===== src/shared/ehcii_pkg.sv =====
package ehcii_pkg;

  localparam logic [7:0] IRQ_ENABLE_OFFSET = 8'h28;
  localparam logic [7:0] FRAME_INDEX_OFFSET = 8'h2C;
  localparam logic [31:0] REG_RESET_VALUE = 32'h00000000;
  localparam logic [31:0] UNMAPPED_READ_VALUE = 32'h00000000;
  localparam logic [3:0] FULL_WORD_BYTES = 4'hF;

  localparam int ENABLE_WIDTH = 6;
  localparam int INDEX_WIDTH = 14;
  localparam int CNT_WIDTH = 16;
  localparam int SOF_WIDTH = 11;
  localparam int ENTRY_WIDTH = 10;
  localparam int ENTRY_LSB = 3;

  // Enable and status bit positions.
  localparam int ASYNC_ADVANCE_BIT = 5;
  localparam int SYSTEM_ERROR_BIT = 4;
  localparam int ROLLOVER_BIT = 3;
  localparam int PORT_CHANGE_BIT = 2;
  localparam int TRANSFER_ERROR_BIT = 1;
  localparam int TRANSFER_DONE_BIT = 0;

  // Sources that wait for the interrupt threshold, and those that do not.
  localparam logic [5:0] THRESHOLD_SOURCES = 6'h23;
  localparam logic [5:0] IMMEDIATE_SOURCES = 6'h1C;

  localparam logic [13:0] INDEX_ONE = 14'h0001;
  localparam logic [15:0] CNT_ONE = 16'h0001;

  typedef enum logic [1:0] {
    ehcii_size_1024 = 2'h0,
    ehcii_size_512 = 2'h1,
    ehcii_size_256 = 2'h2,
    ehcii_size_reserved = 2'h3
  } ehcii_list_size_type;

  // Highest index bit of the list pointer for each size.
  localparam int TOP_BIT_1024 = 12;
  localparam int TOP_BIT_512 = 11;
  localparam int TOP_BIT_256 = 10;
  localparam logic [9:0] ENTRY_MASK_1024 = 10'h3FF;
  localparam logic [9:0] ENTRY_MASK_512 = 10'h1FF;
  localparam logic [9:0] ENTRY_MASK_256 = 10'h0FF;

  localparam int MICROFRAME_US = 125;
  localparam int CLOCK_MHZ = 125;
  localparam int MICROFRAME_CYCLES = MICROFRAME_US * CLOCK_MHZ;

endpackage


===== src/shared/ehcii_frame_if.sv =====
`timescale 1ns/10ps
interface ehcii_frame_if;
  logic run;
  logic load;
  logic [13:0] load_value;
  logic [1:0] size;
  logic [13:0] index;
  logic tick;
  logic rollover;

  modport counter (
    input run,
    input load,
    input load_value,
    input size,
    output index,
    output tick,
    output rollover
  );

  modport ctrl (
    output run,
    output load,
    output load_value,
    output size,
    input index,
    input tick,
    input rollover
  );
endinterface


===== src/core/ehcii_top.sv =====
`timescale 1ns/10ps
// Function
// - Enabled active status flag raises host interrupt.
// - Disabled sources still flag status for polling.
// - Bit 5 gates async advance, at threshold.
// - Bit 4 gates system error, immediately.
// - Bit 3 gates frame rollover, immediately.
// - Bit 2 gates port change, immediately.
// - Bit 1 gates transfer error, at threshold.
// - Bit 0 gates transfer done, at threshold.
// - Enable register at 28h, bits 5-0, reset zero.
// - Index updates every 125 us while running.
// - Index bits N to 3 select list entry.
// - Index writes accepted only while halted.
// - Index write changes following start-of-frame numbers.
// - N is 12, 11 or 10 by size.
// - Start-of-frame number is index bits 13 to 3.
// - Index increments by one each microframe.
// - Rollover flag set when list index wraps.
module ehcii_top import ehcii_pkg::*; #(
  parameter int MICROFRAME_LEN = MICROFRAME_CYCLES
) (
  input wire logic ref_clk, // System clock, 125 MHz.
  input wire logic reset_n, // Asynchronous reset, active low.
  input wire logic [7:0] reg_addr, // Register byte offset.
  input wire logic reg_write, // Register write strobe.
  input wire logic reg_read, // Register read strobe.
  input wire logic [3:0] reg_byte_en, // Write byte lanes.
  input wire logic [31:0] reg_wdata, // Write data.
  output logic [31:0] reg_rdata, // Read data, registered.
  output logic reg_read_ack, // Read data valid pulse.
  input wire logic [5:0] status_flags, // Status flags from the status register.
  input wire logic halted_flag, // Controller halted.
  input wire logic run_stop, // Run command.
  input wire logic [1:0] frame_list_size, // Frame list size code.
  input wire logic threshold_tick, // Interrupt threshold reached, pulse.
  output logic host_irq, // Interrupt to the host, level.
  output logic rollover_set, // Sets the rollover status flag, pulse.
  output logic microframe_tick, // Start of a new microframe, pulse.
  output logic [10:0] sof_frame_number, // Frame number for start-of-frame.
  output logic [9:0] frame_list_entry // Current frame list entry.
);

  typedef struct packed {
    logic [5:0] irq_en;
    logic thr_armed;
    logic irq;
    logic [31:0] rdata;
    logic read_ack;
  } ehcii_state_type;

  ehcii_state_type state;
  ehcii_state_type next_state;
  logic [5:0] active;
  logic imm_active;
  logic thr_active;
  logic index_write;
  logic [9:0] entry_mask;

  ehcii_frame_if frame ();

  ehcii_frame_counter #(
    .CYCLES(MICROFRAME_LEN)
  ) u_counter (
    .ref_clk(ref_clk),
    .reset_n(reset_n),
    .frame(frame)
  );

  ////////////////////////////////////////////////////////////////////////////
  // Interrupt gating.
  always_comb begin
    active = status_flags & state.irq_en;
    imm_active = |(active & IMMEDIATE_SOURCES);
    thr_active = |(active & THRESHOLD_SOURCES);
  end

  // Index loads only on full-word writes while halted.
  assign index_write = reg_write && reg_addr == FRAME_INDEX_OFFSET
    && reg_byte_en == FULL_WORD_BYTES && halted_flag;
  assign frame.load = index_write;
  assign frame.load_value = reg_wdata[INDEX_WIDTH-1:0];
  assign frame.run = run_stop && !halted_flag;
  assign frame.size = frame_list_size;

  ////////////////////////////////////////////////////////////////////////////
  always_comb begin
    next_state = state;
    next_state.read_ack = reg_read;
    if (reg_write && reg_addr == IRQ_ENABLE_OFFSET && reg_byte_en[0]) begin
      next_state.irq_en = reg_wdata[ENABLE_WIDTH-1:0];
    end
    // The arm drops once software clears every enabled threshold source.
    if (!thr_active) begin
      next_state.thr_armed = 1'b0;
    end else if (threshold_tick) begin
      next_state.thr_armed = 1'b1;
    end
    next_state.irq = imm_active || (thr_active && (state.thr_armed || threshold_tick));
    if (reg_read) begin
      unique case (reg_addr)
        IRQ_ENABLE_OFFSET: next_state.rdata = {26'h0000000, state.irq_en};
        FRAME_INDEX_OFFSET: next_state.rdata = {18'h00000, frame.index};
        default: next_state.rdata = UNMAPPED_READ_VALUE;
      endcase
    end
  end

  always_ff @(posedge ref_clk or negedge reset_n) begin
    if (!reset_n) begin
      state <= '0;
    end else begin
      state <= next_state;
    end
  end

  ////////////////////////////////////////////////////////////////////////////
  always_comb begin
    unique case (ehcii_list_size_type'(frame_list_size))
      ehcii_size_512: entry_mask = ENTRY_MASK_512;
      ehcii_size_256: entry_mask = ENTRY_MASK_256;
      default: entry_mask = ENTRY_MASK_1024;
    endcase
  end

  assign frame_list_entry = frame.index[ENTRY_LSB +: ENTRY_WIDTH] & entry_mask;
  assign sof_frame_number = frame.index[ENTRY_LSB +: SOF_WIDTH];
  assign rollover_set = frame.rollover;
  assign microframe_tick = frame.tick;
  assign host_irq = state.irq;
  assign reg_rdata = state.rdata;
  assign reg_read_ack = state.read_ack;

  ////////////////////////////////////////////////////////////////////////////
  a_irq_immediate: assert property (@(posedge ref_clk) disable iff (!reset_n)
    |(status_flags & state.irq_en & IMMEDIATE_SOURCES) |=> host_irq)
    else $error("Immediate source did not raise the interrupt.");

  a_irq_quiet: assert property (@(posedge ref_clk) disable iff (!reset_n)
    (status_flags & state.irq_en) == 6'h00 |=> !host_irq)
    else $error("Interrupt raised with no enabled active flag.");

  a_thr_wait: assert property (@(posedge ref_clk) disable iff (!reset_n)
    thr_active && !imm_active && !state.thr_armed && !threshold_tick |=> !host_irq)
    else $error("Threshold source interrupted before the threshold.");

  a_thr_fire: assert property (@(posedge ref_clk) disable iff (!reset_n)
    thr_active && threshold_tick ##1 thr_active |-> host_irq ##1 (!thr_active || host_irq))
    else $error("Threshold interrupt not raised or not held.");

  a_index_locked: assert property (@(posedge ref_clk) disable iff (!reset_n)
    reg_write && reg_addr == FRAME_INDEX_OFFSET && !halted_flag && !frame.run
    |=> $stable(frame.index))
    else $error("Index written while not halted.");

  a_enable_write: assert property (@(posedge ref_clk) disable iff (!reset_n)
    reg_write && reg_addr == IRQ_ENABLE_OFFSET && reg_byte_en[0]
    |=> state.irq_en == $past(reg_wdata[ENABLE_WIDTH-1:0]))
    else $error("Enable register write was not stored.");

endmodule // ehcii_top


===== src/core/ehcii_frame_counter.sv =====
`timescale 1ns/10ps
module ehcii_frame_counter import ehcii_pkg::*; #(
  parameter int CYCLES = MICROFRAME_CYCLES
) (
  input wire logic ref_clk, // System clock.
  input wire logic reset_n, // Asynchronous reset, active low.
  ehcii_frame_if.counter frame // Index control and results.
);

  typedef struct packed {
    logic [15:0] cycle_cnt;
    logic [13:0] index;
    logic tick;
    logic rollover;
  } ehcii_cnt_state_type;

  ehcii_cnt_state_type state;
  ehcii_cnt_state_type next_state;
  int wrap_bit;

  ////////////////////////////////////////////////////////////////////////////
  always_comb begin
    next_state = state;
    next_state.tick = 1'b0;
    next_state.rollover = 1'b0;
    unique case (ehcii_list_size_type'(frame.size))
      ehcii_size_512: wrap_bit = TOP_BIT_512 + 1;
      ehcii_size_256: wrap_bit = TOP_BIT_256 + 1;
      default: wrap_bit = TOP_BIT_1024 + 1;
    endcase
    if (frame.load) begin
      next_state.index = frame.load_value;
      next_state.cycle_cnt = '0;
    end else if (frame.run) begin
      if (state.cycle_cnt == CNT_WIDTH'(CYCLES - 1)) begin
        next_state.cycle_cnt = '0;
        next_state.index = state.index + INDEX_ONE;
        next_state.tick = 1'b1;
        next_state.rollover = next_state.index[wrap_bit] != state.index[wrap_bit];
      end else begin
        next_state.cycle_cnt = state.cycle_cnt + CNT_ONE;
      end
    end else begin
      next_state.cycle_cnt = '0;
    end
  end

  always_ff @(posedge ref_clk or negedge reset_n) begin
    if (!reset_n) begin
      state <= '0;
    end else begin
      state <= next_state;
    end
  end

  assign frame.index = state.index;
  assign frame.tick = state.tick;
  assign frame.rollover = state.rollover;

  ////////////////////////////////////////////////////////////////////////////
  a_index_step: assert property (@(posedge ref_clk) disable iff (!reset_n)
    frame.tick |-> frame.index == $past(frame.index) + INDEX_ONE)
    else $error("Index did not advance by one on a microframe tick.");

  a_tick_period: assert property (@(posedge ref_clk) disable iff (!reset_n)
    frame.tick ##1 (frame.run && !frame.load) [*2] |-> !frame.tick)
    else $error("Microframe ticks came too close together.");

  a_rollover_tick: assert property (@(posedge ref_clk) disable iff (!reset_n)
    frame.rollover |-> frame.tick && frame.index[ENTRY_LSB +: 3] == 3'h0)
    else $error("Rollover flagged away from a list wrap.");

  a_load_value: assert property (@(posedge ref_clk) disable iff (!reset_n)
    frame.load |=> frame.index == $past(frame.load_value) && !frame.tick)
    else $error("Loaded index value was not taken.");

  a_idle_hold: assert property (@(posedge ref_clk) disable iff (!reset_n)
    !frame.run && !frame.load |=> $stable(frame.index))
    else $error("Index moved while the schedule was stopped.");

endmodule // ehcii_frame_counter


===== config.mk =====
export PLATFORM = sky130hd
export DESIGN_NAME = ehcii_top
export DESIGN_NICKNAME = d
export VERILOG_FILES = /design/src/shared/ehcii_pkg.sv /design/src/shared/ehcii_frame_if.sv /design/src/core/ehcii_top.sv /design/src/core/ehcii_frame_counter.sv
export SDC_FILE = /design/constraint.sdc
export NUM_CORES = 1
export LEC_CHECK = 0
export ABC_CLOCK_PERIOD_IN_PS = 2100
export BUFFER_PORTS_ARGS = -buffer_cell sky130_fd_sc_hd__buf_2
export CELL_PAD_IN_SITES_DETAIL_PLACEMENT = 1
export CELL_PAD_IN_SITES_GLOBAL_PLACEMENT = 1
export CORE_MARGIN = 8
export CORE_UTILIZATION = 33
export DETAILED_ROUTE_END_ITERATION = 8
export PLACE_DENSITY_LB_ADDON = 0.1
export SLEW_MARGIN = 30
export SYNTH_ARGS = -nofsm -noshare
export SYNTH_HDL_FRONTEND = slang
export SYNTH_SLANG_ARGS = --single-unit
export TNS_END_PERCENT = 50

===== constraint.sdc =====
create_clock -name ref_clk -period 2.1 [get_ports ref_clk]
set_clock_uncertainty 0.2 [all_clocks]
set_input_delay 0.105 -clock ref_clk [delete_from_list [all_inputs] [get_ports ref_clk]]
set_output_delay 0.105 -clock ref_clk [all_outputs]
set_load 0.1 [all_outputs]

* Word-level counts from Yosys, hierarchy flattened
Index checks and enable logic that the tools add are counted.
Widths: inputs -> output; s select.
** Storage, ports and cells
- Input bits :: 59
- Output and inout bits :: 57
- Logic and storage cells :: 54
- Register bits after elaboration :: 73
** Operators by class
- Muxes and demuxes :: 17
- Magnitude comparators :: 1
- Bitwise operators :: 2
- Add/subtract/negate cells :: 2
- Reductions and logical operators :: 15
- Eq/ne operators :: 8
** Operator list (count)
- $mux 16 :: 4
- $mux 30 :: 1
- $pmux 14 s2 :: 1
- $pmux 10 s2 :: 1
- $add 16x1->16 const B :: 1
- $eq 16x14->1 const B :: 1
- $eq 8x6->1 const B :: 2
- $add 14x1->14 const B :: 1
- $and 10x10->10 :: 1
- $bmux 1 s4 :: 2
- $logic_and 1x1->1 :: 7
- $and 6x6->6 :: 1
- $mux 1 :: 6
- $pmux 3 s2 :: 1
- $reduce_or 3->1 :: 2
- $lt 4x5->1 const B :: 1
- $eq 4x4->1 const B :: 1
- $reduce_bool 2->1 :: 2
- $eq 2x1->1 const B :: 1
- $eq 2x2->1 const B :: 1
- $logic_or 1x1->1 :: 2
- $mux 2 :: 1
- $ne 2x2->1 const B :: 1
- $reduce_and 2->1 :: 1
- 2 further kinds :: 2

* Depth between registers and ports, before layout
Gate-level depths: netlist of run 1.
- Word-level depth :: 9
- Mapped depth :: 10
- Gate-level depth less buffers :: 9

* Modules after synthesis
A second synthesis of run 1 with hierarchy kept.
** Unflattened totals
- Cells, all modules :: 344
- Area total of the unflattened synthesis :: 3323.2 um^2
** By module, submodules not included
- ehcii_frame_counter :: times used 1, sequential area each 800.8 um^2, cells each 203, area an instance 1948.1 um^2
- ehcii_top :: times used 1, sequential area each 575.6 um^2, cells each 141, area an instance 1375.1 um^2

* Least setup slack after synthesis of run 1
Ideal clock, no wire load.
- Path kind :: register to output
- From :: register u_counter.state (netlist bit u_counter.frame.index[11])
- To :: output port frame_list_entry[8]
- Cell stages (with the launch flop) :: 3
- Arrival :: 1.942 ns
- Path buffers :: 1
- Data required time :: 1.795 ns
- Slack :: -0.147 ns
- Path through :: dfrtp_1 clkbuf_1 nor2b_1
** Between the ends
- Longest elaborated chain between the ends :: 1
** Ends and longest elaborated chain
- from (decl) :: line ehcii_frame_counter.sv:17 : ehcii_cnt_state_type state;
- from (signal assigned) :: line ehcii_frame_counter.sv:52 : state <= next_state;
- $and 10x10->10 :: line ehcii_top.sv:126 : assign frame_list_entry = frame.index[ENTRY_LSB +: ENTRY_WIDTH] & entry_mask;
- to (decl) :: line ehcii_top.sv:41 : output logic [9:0] frame_list_entry
Every way passes these cells.

==> impl_metrics.csv, run 1 <==
group,metric,value,unit
run_status,outcome,"complete, no violations",
setup_path,cp_slowest_cell,"dfrtp_1",
yosys,synth_cells,341,
final_layout,syn2layout_area_growth,25.3,%
setup_path,critical_path_buf_inv_count,0,
setup_path,reg2reg_depth,7,
final_layout,stdcell_count,573,
setup_path,path_class,"flop to flop",
final_layout,drive_gt1_share,34.3,%
grt,grt_pass1_vias,2958,
placement,dp.cells,536,
setup_path,required,2110,ps
sta,fin_ws,88.7,ps
final_layout,nets,503,
floorplanning,dieArea,13300,sq um
final_layout,register_area,1380,sq um
drt,via_count,2655,
pwr,power_density,556,nW/um^2
setup_path,r2r_start,"u_counter.frame.index[1]",
clock_network,cts_tree,"yes",
pwr,cellLeakagePower,1.96,nW
sta,fin_worst_hold_slack,36.9,ps
floorplanning,start_util,33.6,%
final_layout,multiInputGateArea,1470,sq um
drt,drt_pre_antenna_iters,4,
placement,dp_hpwl,6.83,mm
final_layout,stdcell_area,4070,sq um
grt,antenna_found_initial,0,
final_layout,final_cell_mix,"buf_2, dfrtp_1, nor2_1, buf_4, dlygate4sd3_1",
clock_network,cts_max_level,2,
yosys,synth-seq-area-share,42.3,%
clock_network,cts_buffers,5,
yosys,synth_edf_count,0,
floorplanning,core,9680,sq um
pwr,peakVddDrop,0.000266,V
hold_path,whs_path_depth,3,
sta,rsz0062_at_grt,"yes",
setup_path,startpoint,"u_counter.frame.index[1]",
yosys,async_reset_ff_share,100,%
grt,grt_pass1_wl,15.3,mm
sta,hold_violations,0,
yosys,synth.yosys.warnings,0,
sta,fmax,497,MHz
hold_path,worstHoldStart,"reg_byte_en[1]",
setup_path,worstPathCellList,"ha_2, nand4_1, o31a_1, o211ai_1, nand4_1, xnor2_1, nor2_1",
sta,setup_viol,0,
clock_network,clkTransAtPathRegs,100,ps
run,max_cap_viol_count,0,
final_layout,n_antenna_cell,0,
setup_path,crit_path_max_incr_delay,420,ps
sta,slew_violations,0,
floorplanning,rows,36,
hold_path,hold_path.class,"primary input to flop",
clock_network,clock-sinks,55,
drt,drtIter0Drc,99,
yosys,ys.flop_type,"dfrtp_1",
grt,track_usage,14.3,%
final_layout,fillers,1173,
placement,io_buffers,79,
floorplanning,die_y,115,um
setup_path,path_max_fanout,5,
setup_path,crit_arrival,2020,ps
drt,drt-total-wl,8.96,mm
grt,grt_max_degree,34,
clock_network,clockRootBuffer,"clkbuf_8",
final_layout,final_common_cell,"buf_2",
setup_path,cpLargestDelayFamily,"compound AO/OA/AOI/OAI gates",
setup_path,endpoint_kind,"flop",
drt,drc,0,
drt,drtAntennaViolNets,0,
yosys,yosysUniqueCellTypes,49,
drt,post_drt_wl_per_cell,15.6,um
placement,place_ws,5.95,ps
setup_path,crit_path_frequent_cell,"nand4_1",
placement,postPlaceCellArea,3650,sq um
yosys,syn_area_per_cell,9.53,sq um
yosys,syn-cell-area,3250,sq um
placement,gp_congestion,0.727,
sta,period_share,95.8,%
sta,worst_slew_pin_slew,582,ps
clock_network,clockBufferDepth,2,
floorplanning,ios,116,
floorplanning,die_x,115,um
setup_path,crit_cells,7,
setup_path,crit_path_start_kind,"flop",
sta,period_needed,2010,ps
sta,max-slew-margin-rel,61.2,%
yosys,synth_seq_cells,55,
grt,overflow,0,
drt,vias_per_cell,4.63,
clock_network,worstSkewPairLatency,310,ps
metal layers:
metal / GRT usage (%) / part of all wire [%] / vias up
met1: 17.7 / 44 / 1290
met3: 2.94 / 5.0 / 5
met5: 0 / 0 / -
met2: 24.7 / 50 / 61
li1: - / - / 1299
met4: 3.68 / 0.80 / 0
cells in the mapped netlist, drive strengths merged, types with 3 or more instances:
cell    instances  share of area (%)
buf            60                 14
nand2          20                2.3
ha              5                1.9
xor2           11                3.0
mux2            6                2.1
nor2b           3               0.58
nand3          22                3.4
o21ai          22                3.4
nor3b           4               0.92
nor3            7                1.7
dfrtp          55                 42
nor4            5                1.6
and3            3               0.58
nor2           36                4.5
a22oi           9                2.1
clkbuf          4               0.50
and4            5                1.3
xnor2           9                2.4
nand4           9                2.2
inv            16                1.8
a21oi           8                1.2
cell type report:
| type | count | share of cell area [%] |
|---|---|---|
| inverter | 16 | 1.48 |
| multi-input combinational | 223 | 36.1 |
| tap | 133 | 4.09 |
| timing repair buffer | 138 | 22.4 |
| clock buffer | 6 | 1.78 |
| sequential | 55 | 33.9 |
| clock inverter | 2 | 0.307 |
registers in the layout (all words and copies together), names as in the netlist:
| signal | count |
|---|---|
| host_irq | 1 |
| reg_rdata | 14 |
| reg_read_ack | 1 |
| state | 7 |
| u_counter.frame.index | 14 |
| u_counter.frame.rollover | 1 |
| u_counter.frame.tick | 1 |
| u_counter.state | 16 |
cells by family after synthesis:
| family | share of synthesized area [%] |
|---|---|
| DFF | 42.3 |
| and+or+nand+nor | 21.2 |
| xor gates and xnor gates | 5.39 |
| other | 0.115 |
| muxes | 3.39 |
| AOI/OAI and AO/OA | 9.51 |
| buffers and inverters | 16.2 |
| adders and majority gates | 1.92 |
report_power, final:
group / total, mW / switching, mW / internal [mW]
registers: 1.10 / 0.0209 / 1.08
clock network: 0.604 / 0.369 / 0.235
logic: 0.554 / 0.437 / 0.118
total: 2.26 / 0.826 / 1.44
metrics by stage:
step | total power, mW | utilization [%] | TNS, ps
floorplan | 1.58 | - | 0
global placement | 1.64 | 37.7 | 0
detailed placement | 1.65 | 37.7 | 0
CTS | 2.30 | 41.0 | 0
finish | 2.26 | 42.0 | 0
global route | 2.37 | 42.0 | -159
what timing repair did:
action                                  CTS  global route
endpoints found under the hold margin    46             0
cloned                                    0             0
resized for setup                         1            16
endpoints found under the setup margin    4            10
hold buffers                             23             0
buffers inserted                          0             6
pin swaps                                 0            10
path summary, 6_finish.rpt:
path	endpoint	slack (ps)
worst max register to register	u_counter.frame.rollover	90
min in group asynchronous	u_counter.frame.index[6]	110
worst min register to register	reg_rdata[9]	320
max in group asynchronous	u_counter.state[25]	990
worst max-delay path	u_counter.frame.rollover	90
worst min-delay path	u_counter.frame.index[9]	40
worst min-delay path: cells and delay by family:
kind	cells	cell delay, ps
buffers and inverters	1	100
AO/OA/AOI/OAI	1	100
AND/OR/NAND/NOR	1	210
Power figures use the tool's default switching activity.
==> inputs of run 2 (changes only) <==
BUFFER_PORTS_ARGS = unset   (was -buffer_cell sky130_fd_sc_hd__buf_2)
CORE_UTILIZATION = 35   (was 33)
DONT_BUFFER_PORTS = 1   (was unset)
==> impl_metrics.csv, run 2 (synthesis results as in run 1) <==
group,metric,value,unit
run_status,outcome,"complete, no violations",
clock_network,clockRootBuffer,"clkbuf_8",
final_layout,drive_gt1_share,24.2,%
final_layout,n_antenna_cell,0,
hold_path,whs_path_depth,4,
final_layout,stdcell_area,3840,sq um
sta,slew_violations,0,
final_layout,stdcell_count,491,
final_layout,nets,443,
setup_path,endpoint_kind,"flop",
clock_network,clkTransAtPathRegs,100,ps
setup_path,cpLargestDelayFamily,"simple AND/OR/NAND/NOR gates",
floorplanning,die_x,112,um
drt,drtAntennaViolNets,0,
floorplanning,start_util,35.7,%
sta,setup_tns,0,ps
clock_network,worstSkewPairLatency,310,ps
hold_path,worstHoldStart,"reg_addr[2]",
floorplanning,ios,116,
sta,max-slew-margin-rel,59.9,%
sta,fin_worst_hold_slack,41.6,ps
setup_path,critical_path_buf_inv_count,1,
setup_path,crit_path_start_kind,"flop",
run,max_cap_viol_count,0,
setup_path,cp_slowest_cell,"dfrtp_1",
drt,drt_pre_antenna_iters,4,
setup_path,startpoint,"u_counter.state[25]",
setup_path,path_max_fanout,17,
setup_path,crit_cells,7,
drt,via_count,2452,
pwr,switching_share,36.2,%
placement,place_ws,-43.2,ps
setup_path,r2r_start,"u_counter.state[25]",
final_layout,final_util,42.1,%
drt,drt-total-wl,8.33,mm
grt,track_usage,13.8,%
floorplanning,dieArea,12600,sq um
drt,drc,0,
placement,gp_congestion,0.803,
hold_path,hold_path.class,"primary input to flop",
placement,dp.cells,452,
clock_network,cts_buffers,5,
clock_network,clockBufferDepth,2,
sta,period_share,94.4,%
setup_path,path_class,"flop to flop",
final_layout,largest_register_ffs,16,
grt,grt_pass1_vias,2733,
placement,postPlaceCellArea,3390,sq um
final_layout,syn2layout_area_growth,18.1,%
grt,grt_pass1_wl,14.1,mm
pwr,total_power,2.22,mW
floorplanning,rows,35,
floorplanning,core,9110,sq um
placement,io_buffers,0,
pwr,pwr-share-comb,23.4,%
pwr,power_density,578,nW/um^2
clock_network,cts_tree,"yes",
pwr,seqPwrFrac,49.7,%
sta,worst_slew_pin_slew,601,ps
clock_network,clock-sinks,55,
grt,antenna_found_initial,0,
pwr,p_int,1.42,mW
sta,fmax,504,MHz
final_layout,final_cell_mix,"dfrtp_1, buf_4, nor2_1",
pwr,p_sw,803,uW
floorplanning,die_y,112,um
sta,hold_violations,0,
placement,dp_hpwl,6.19,mm
drt,vias_per_cell,4.99,
pwr,peakVddDrop,0.000314,V
clock_network,cts_max_level,2,
sta,setup_viol,0,
drt,post_drt_wl_per_cell,17.0,um
grt,grt_max_degree,56,
drt,drtIter0Drc,50,
sta,fin_ws,117,ps
final_layout,top_register,"u_counter.state",
setup_path,crit_arrival,1990,ps
setup_path,crit_path_max_incr_delay,420,ps
setup_path,worstPathCellList,"nor4_2, nand4_1, nand2b_4, buf_12, nand2_1, o21ai_0, a221o_1",
setup_path,required,2110,ps
pwr,clockPowerShare,26.8,%
final_layout,fillers,1065,
sta,period_needed,1980,ps
pwr,cellLeakagePower,1.71,nW
grt,overflow,0,
setup_path,reg2reg_depth,7,
[run 2: changes by cell type in the layout (fill, tap and decap cells not counted), sizes merged]
cell,previous run,this run
clkinvlp,1,0
dlygate4sd3,23,26
clkbuf,6,7
buf,115,52
[run 2: power groups by stage]
stage	clock (mW)	combinational, mW	sequential [mW]
3_3_place_gp	0	0.440	1.12
4_1_cts	0.636	0.520	1.10
2_1_floorplan	0	0.434	1.14
3_5_place_dp	0	0.443	1.12
5_1_grt	0.663	0.548	1.11
6_report	0.596	0.520	1.10
[run 2: tightest hold or removal path, cell delays in order]
cell and delay, ps:
nor2_1 50, buf_4 150, a22oi_1 130, a21oi_1 80
[run 2: repair_timing]
| action | 4_1_cts | 5_1_grt |
|---|---|---|
| setup buffers | 0 | 3 |
| gates resized for setup | 1 | 8 |
| setup endpoints to repair | 5 | 12 |
| hold buffers | 27 | 1 |
| pin swaps | 0 | 6 |
| gates cloned | 0 | 0 |
| endpoints found under the hold margin | 108 | 1 |
[run 2: layout make-up]
type | count | area, sq um | share of cell area, %
Inverter | 16 | 60.1 | 1.57
Clock inverter | 1 | 5.00 | 0.130
Tap cell | 111 | 139 | 3.62
Timing Repair Buffer | 78 | 706 | 18.4
Sequential cell | 55 | 1390 | 36.1
Clock buffer | 7 | 76.3 | 1.99
Multi-Input combinational cell | 223 | 1470 | 38.2
[run 2: layer usage]
metal  global-route usage (%)  wire length (um)  up-vias
met5                        0                 0        -
met4                     3.51                78        0
met3                     3.81               455        4
met2                     24.2              4350       54
met1                     16.3              3450     1214
li1                         -                 -     1180
[run 2: path summary, 6_finish.rpt]
path / endpoint / slack [ps]
max: u_counter.frame.index[11] / 120
min: reg_rdata[4] / 40
max reg2reg: u_counter.frame.index[11] / 120
min reg2reg: reg_rdata[12] / 330
max in group asynchronous: u_counter.frame.index[10] / 1320
min in group asynchronous: reg_rdata[6] / 120
==> inputs of run 3 (changes only) <==
==> constraint.sdc (replaced) <==
create_clock -name ref_clk -period 2.1 [get_ports ref_clk]
set_clock_uncertainty 0.2 [all_clocks]
set_input_delay 0.315 -clock ref_clk [delete_from_list [all_inputs] [get_ports ref_clk]]
set_output_delay 0.315 -clock ref_clk [all_outputs]
set_load 0.1 [all_outputs]
==> impl_metrics.csv, run 3 (synthesis results as in run 1) <==
group,metric,value,unit
drt,drc,0,
setup_path,crit_arrival,2040,ps
drt,drt_pre_antenna_iters,4,
hold_path,hold_path.class,"primary input to flop",
final_layout,top_register,"u_counter.state",
setup_path,crit_path_max_incr_delay,390,ps
drt,drtIter0Drc,66,
clock_network,clock-sinks,55,
final_layout,final_util,41.8,%
floorplanning,ios,116,
clock_network,clockBufferDepth,2,
floorplanning,start_util,35.7,%
setup_path,reg2reg_depth,9,
setup_path,r2r_start,"u_counter.state[16]",
grt,grt_util_met3,3.27,%
final_layout,final_common_cell,"buf_4",
run_status,outcome,"complete, no violations",
sta,rsz0062_at_grt,"yes",
clock_network,cts_tree,"yes",
clock_network,cts_buffers,5,
clock_network,clkTransAtPathRegs,100,ps
setup_path,r2r-end,"u_counter.frame.index[11]",
setup_path,cp_slowest_cell,"dfrtp_1",
run,max_cap_viol_count,0,
final_layout,drive_gt1_share,25.9,%
grt,busiest_layer,"met2",
setup_path,endpoint_kind,"flop",
placement,gp_congestion,0.795,
drt,post_drt_wl_per_cell,16.6,um
floorplanning,die_y,112,um
final_layout,final_cell_mix,"buf_4, dfrtp_1, nor2_1",
final_layout,nets,438,
sta,period_share,97.3,%
grt,antenna_found_initial,0,
clock_network,worstSkewPairLatency,300,ps
floorplanning,die_x,112,um
setup_path,crit_path_start_kind,"flop",
clock_network,clockRootBuffer,"clkbuf_8",
sta,setup_viol,0,
grt,track_usage,13.3,%
placement,io_buffers,0,
clock_network,cts_max_level,2,
sta,max-slew-margin-rel,59.8,%
setup_path,worstPathCellList,"inv_1, ha_1, nor3b_4, nand4_1, nand2b_4, buf_12, nand2_1, o21ai_0, a221o_1",
sta,period_needed,2040,ps
grt,grt_pass1_wl,13.7,mm
drt,drt-total-wl,8.07,mm
setup_path,path_class,"flop to flop",
floorplanning,dieArea,12600,sq um
pwr,peakVddDrop,0.000271,V
pwr,power_density,617,nW/um^2
final_layout,n_antenna_cell,0,
floorplanning,rows,35,
drt,via_count,2409,
placement,dp_hpwl,6.18,mm
setup_path,path_max_fanout,13,
grt,grt_pass1_vias,2653,
final_layout,stdcell_area,3810,sq um
hold_path,worstHoldStart,"status_flags[1]",
placement,postPlaceCellArea,3390,sq um
grt,grt_max_degree,56,
final_layout,fillers,1050,
grt,use_met2,23.8,%
sta,hold_violations,0,
setup_path,required,2100,ps
floorplanning,core,9110,sq um
final_layout,syn2layout_area_growth,17.2,%
drt,drtAntennaViolNets,0,
grt,overflow,0,
final_layout,largest_register_ffs,16,
sta,fmax,490,MHz
grt,met1_usage,15.7,%
hold_path,worstHoldEndpoint,"state[34]",
hold_path,whs_path_depth,2,
setup_path,rrSetupSlack,60,ps
sta,slew_violations,0,
pwr,cellLeakagePower,1.69,nW
sta,worst_slew_pin_slew,602,ps
drt,vias_per_cell,4.96,
run 3: cell count changes in the layout (fill, tap and decap cells not counted), moves of 2 or more:
| cell | before | now |
|---|---|---|
| dlygate4sd3_1 | 26 | 18 |
| buf_4 | 47 | 50 |
| clkbuf_1 | 2 | 0 |
| nor4_2 | 3 | 1 |
run 3: routing by layer:
layer	vias up	routed length (um)
met4	0	65
met5	-	0
met1	1186	3450
li1	1168	-
met3	4	391
met2	51	4160
run 3: worst max-delay path by stage:
stage	slack (ps)	from	endpoint	cells past startpoint
floorplan	140	u_counter.state[16]	u_counter.frame.index[0]	9
global placement	30	u_counter.state[16]	u_counter.frame.index[11]	9
detailed placement	-20	u_counter.state[16]	u_counter.frame.index[11]	9
CTS	30	u_counter.state[16]	u_counter.frame.index[11]	9
global route	-90	u_counter.state[17]	u_counter.frame.index[11]	9
finish	60	u_counter.state[16]	u_counter.frame.index[11]	9
run 3: where the power goes:
| part | switching, mW | internal (mW) | leakage, nW |
|---|---|---|---|
| Clock | 0.348 | 0.387 | 0.0612 |
| Sequential | 0.0185 | 1.08 | 0.733 |
| Combinational | 0.423 | 0.0902 | 0.895 |
| Total | 0.790 | 1.56 | 1.69 |
run 3: layout make-up:
class                   instances  area (sq um)  share of cell area, %
clock buffers                   6          82.6                   2.17
clock inverters                 2          35.0                  0.920
inverters                      16          60.1                   1.58
multi-input cells             223          1460                   38.3
flip-flops and latches         55          1390                   36.4
well taps                     111           139                   3.65
repair buffers                 73           648                   17.0
run 3: what timing repair did:
| item | CTS | global route |
|---|---|---|
| buffers inserted | 0 | 6 |
| resized for setup | 1 | 9 |
| setup endpoints to repair | 4 | 14 |
| pin swaps | 0 | 4 |
| hold endpoints to repair | 92 | 0 |
| gates cloned | 0 | 0 |
| hold buffers | 20 | 0 |
run 3: stage by stage:
stage | TNS [ps] | power, mW | cells | hold WS [ps] | setup slack, ps
floorplan | 0 | 1.58 | 358 | -181 | 140
global placement | 0 | 1.56 | 452 | -179 | 29.9
detailed placement | -29.2 | 1.57 | 452 | -179 | -20.2
CTS | 0 | 2.40 | 480 | 22.6 | 26.5
global route | -449 | 2.45 | 486 | 32.1 | -93.1
finish | 0 | 2.35 | 486 | 27.5 | 57.2
run 3: critical path, delay by kind of cell, from the launching register on:
family | cells | cell delay (ps)
AND/OR/NAND/NOR | 4 | 600
buffers and inverters | 2 | 220
AO/OA/AOI/OAI | 2 | 390
flip-flops | 1 | 390
adder cells (fa/ha/maj) | 1 | 150
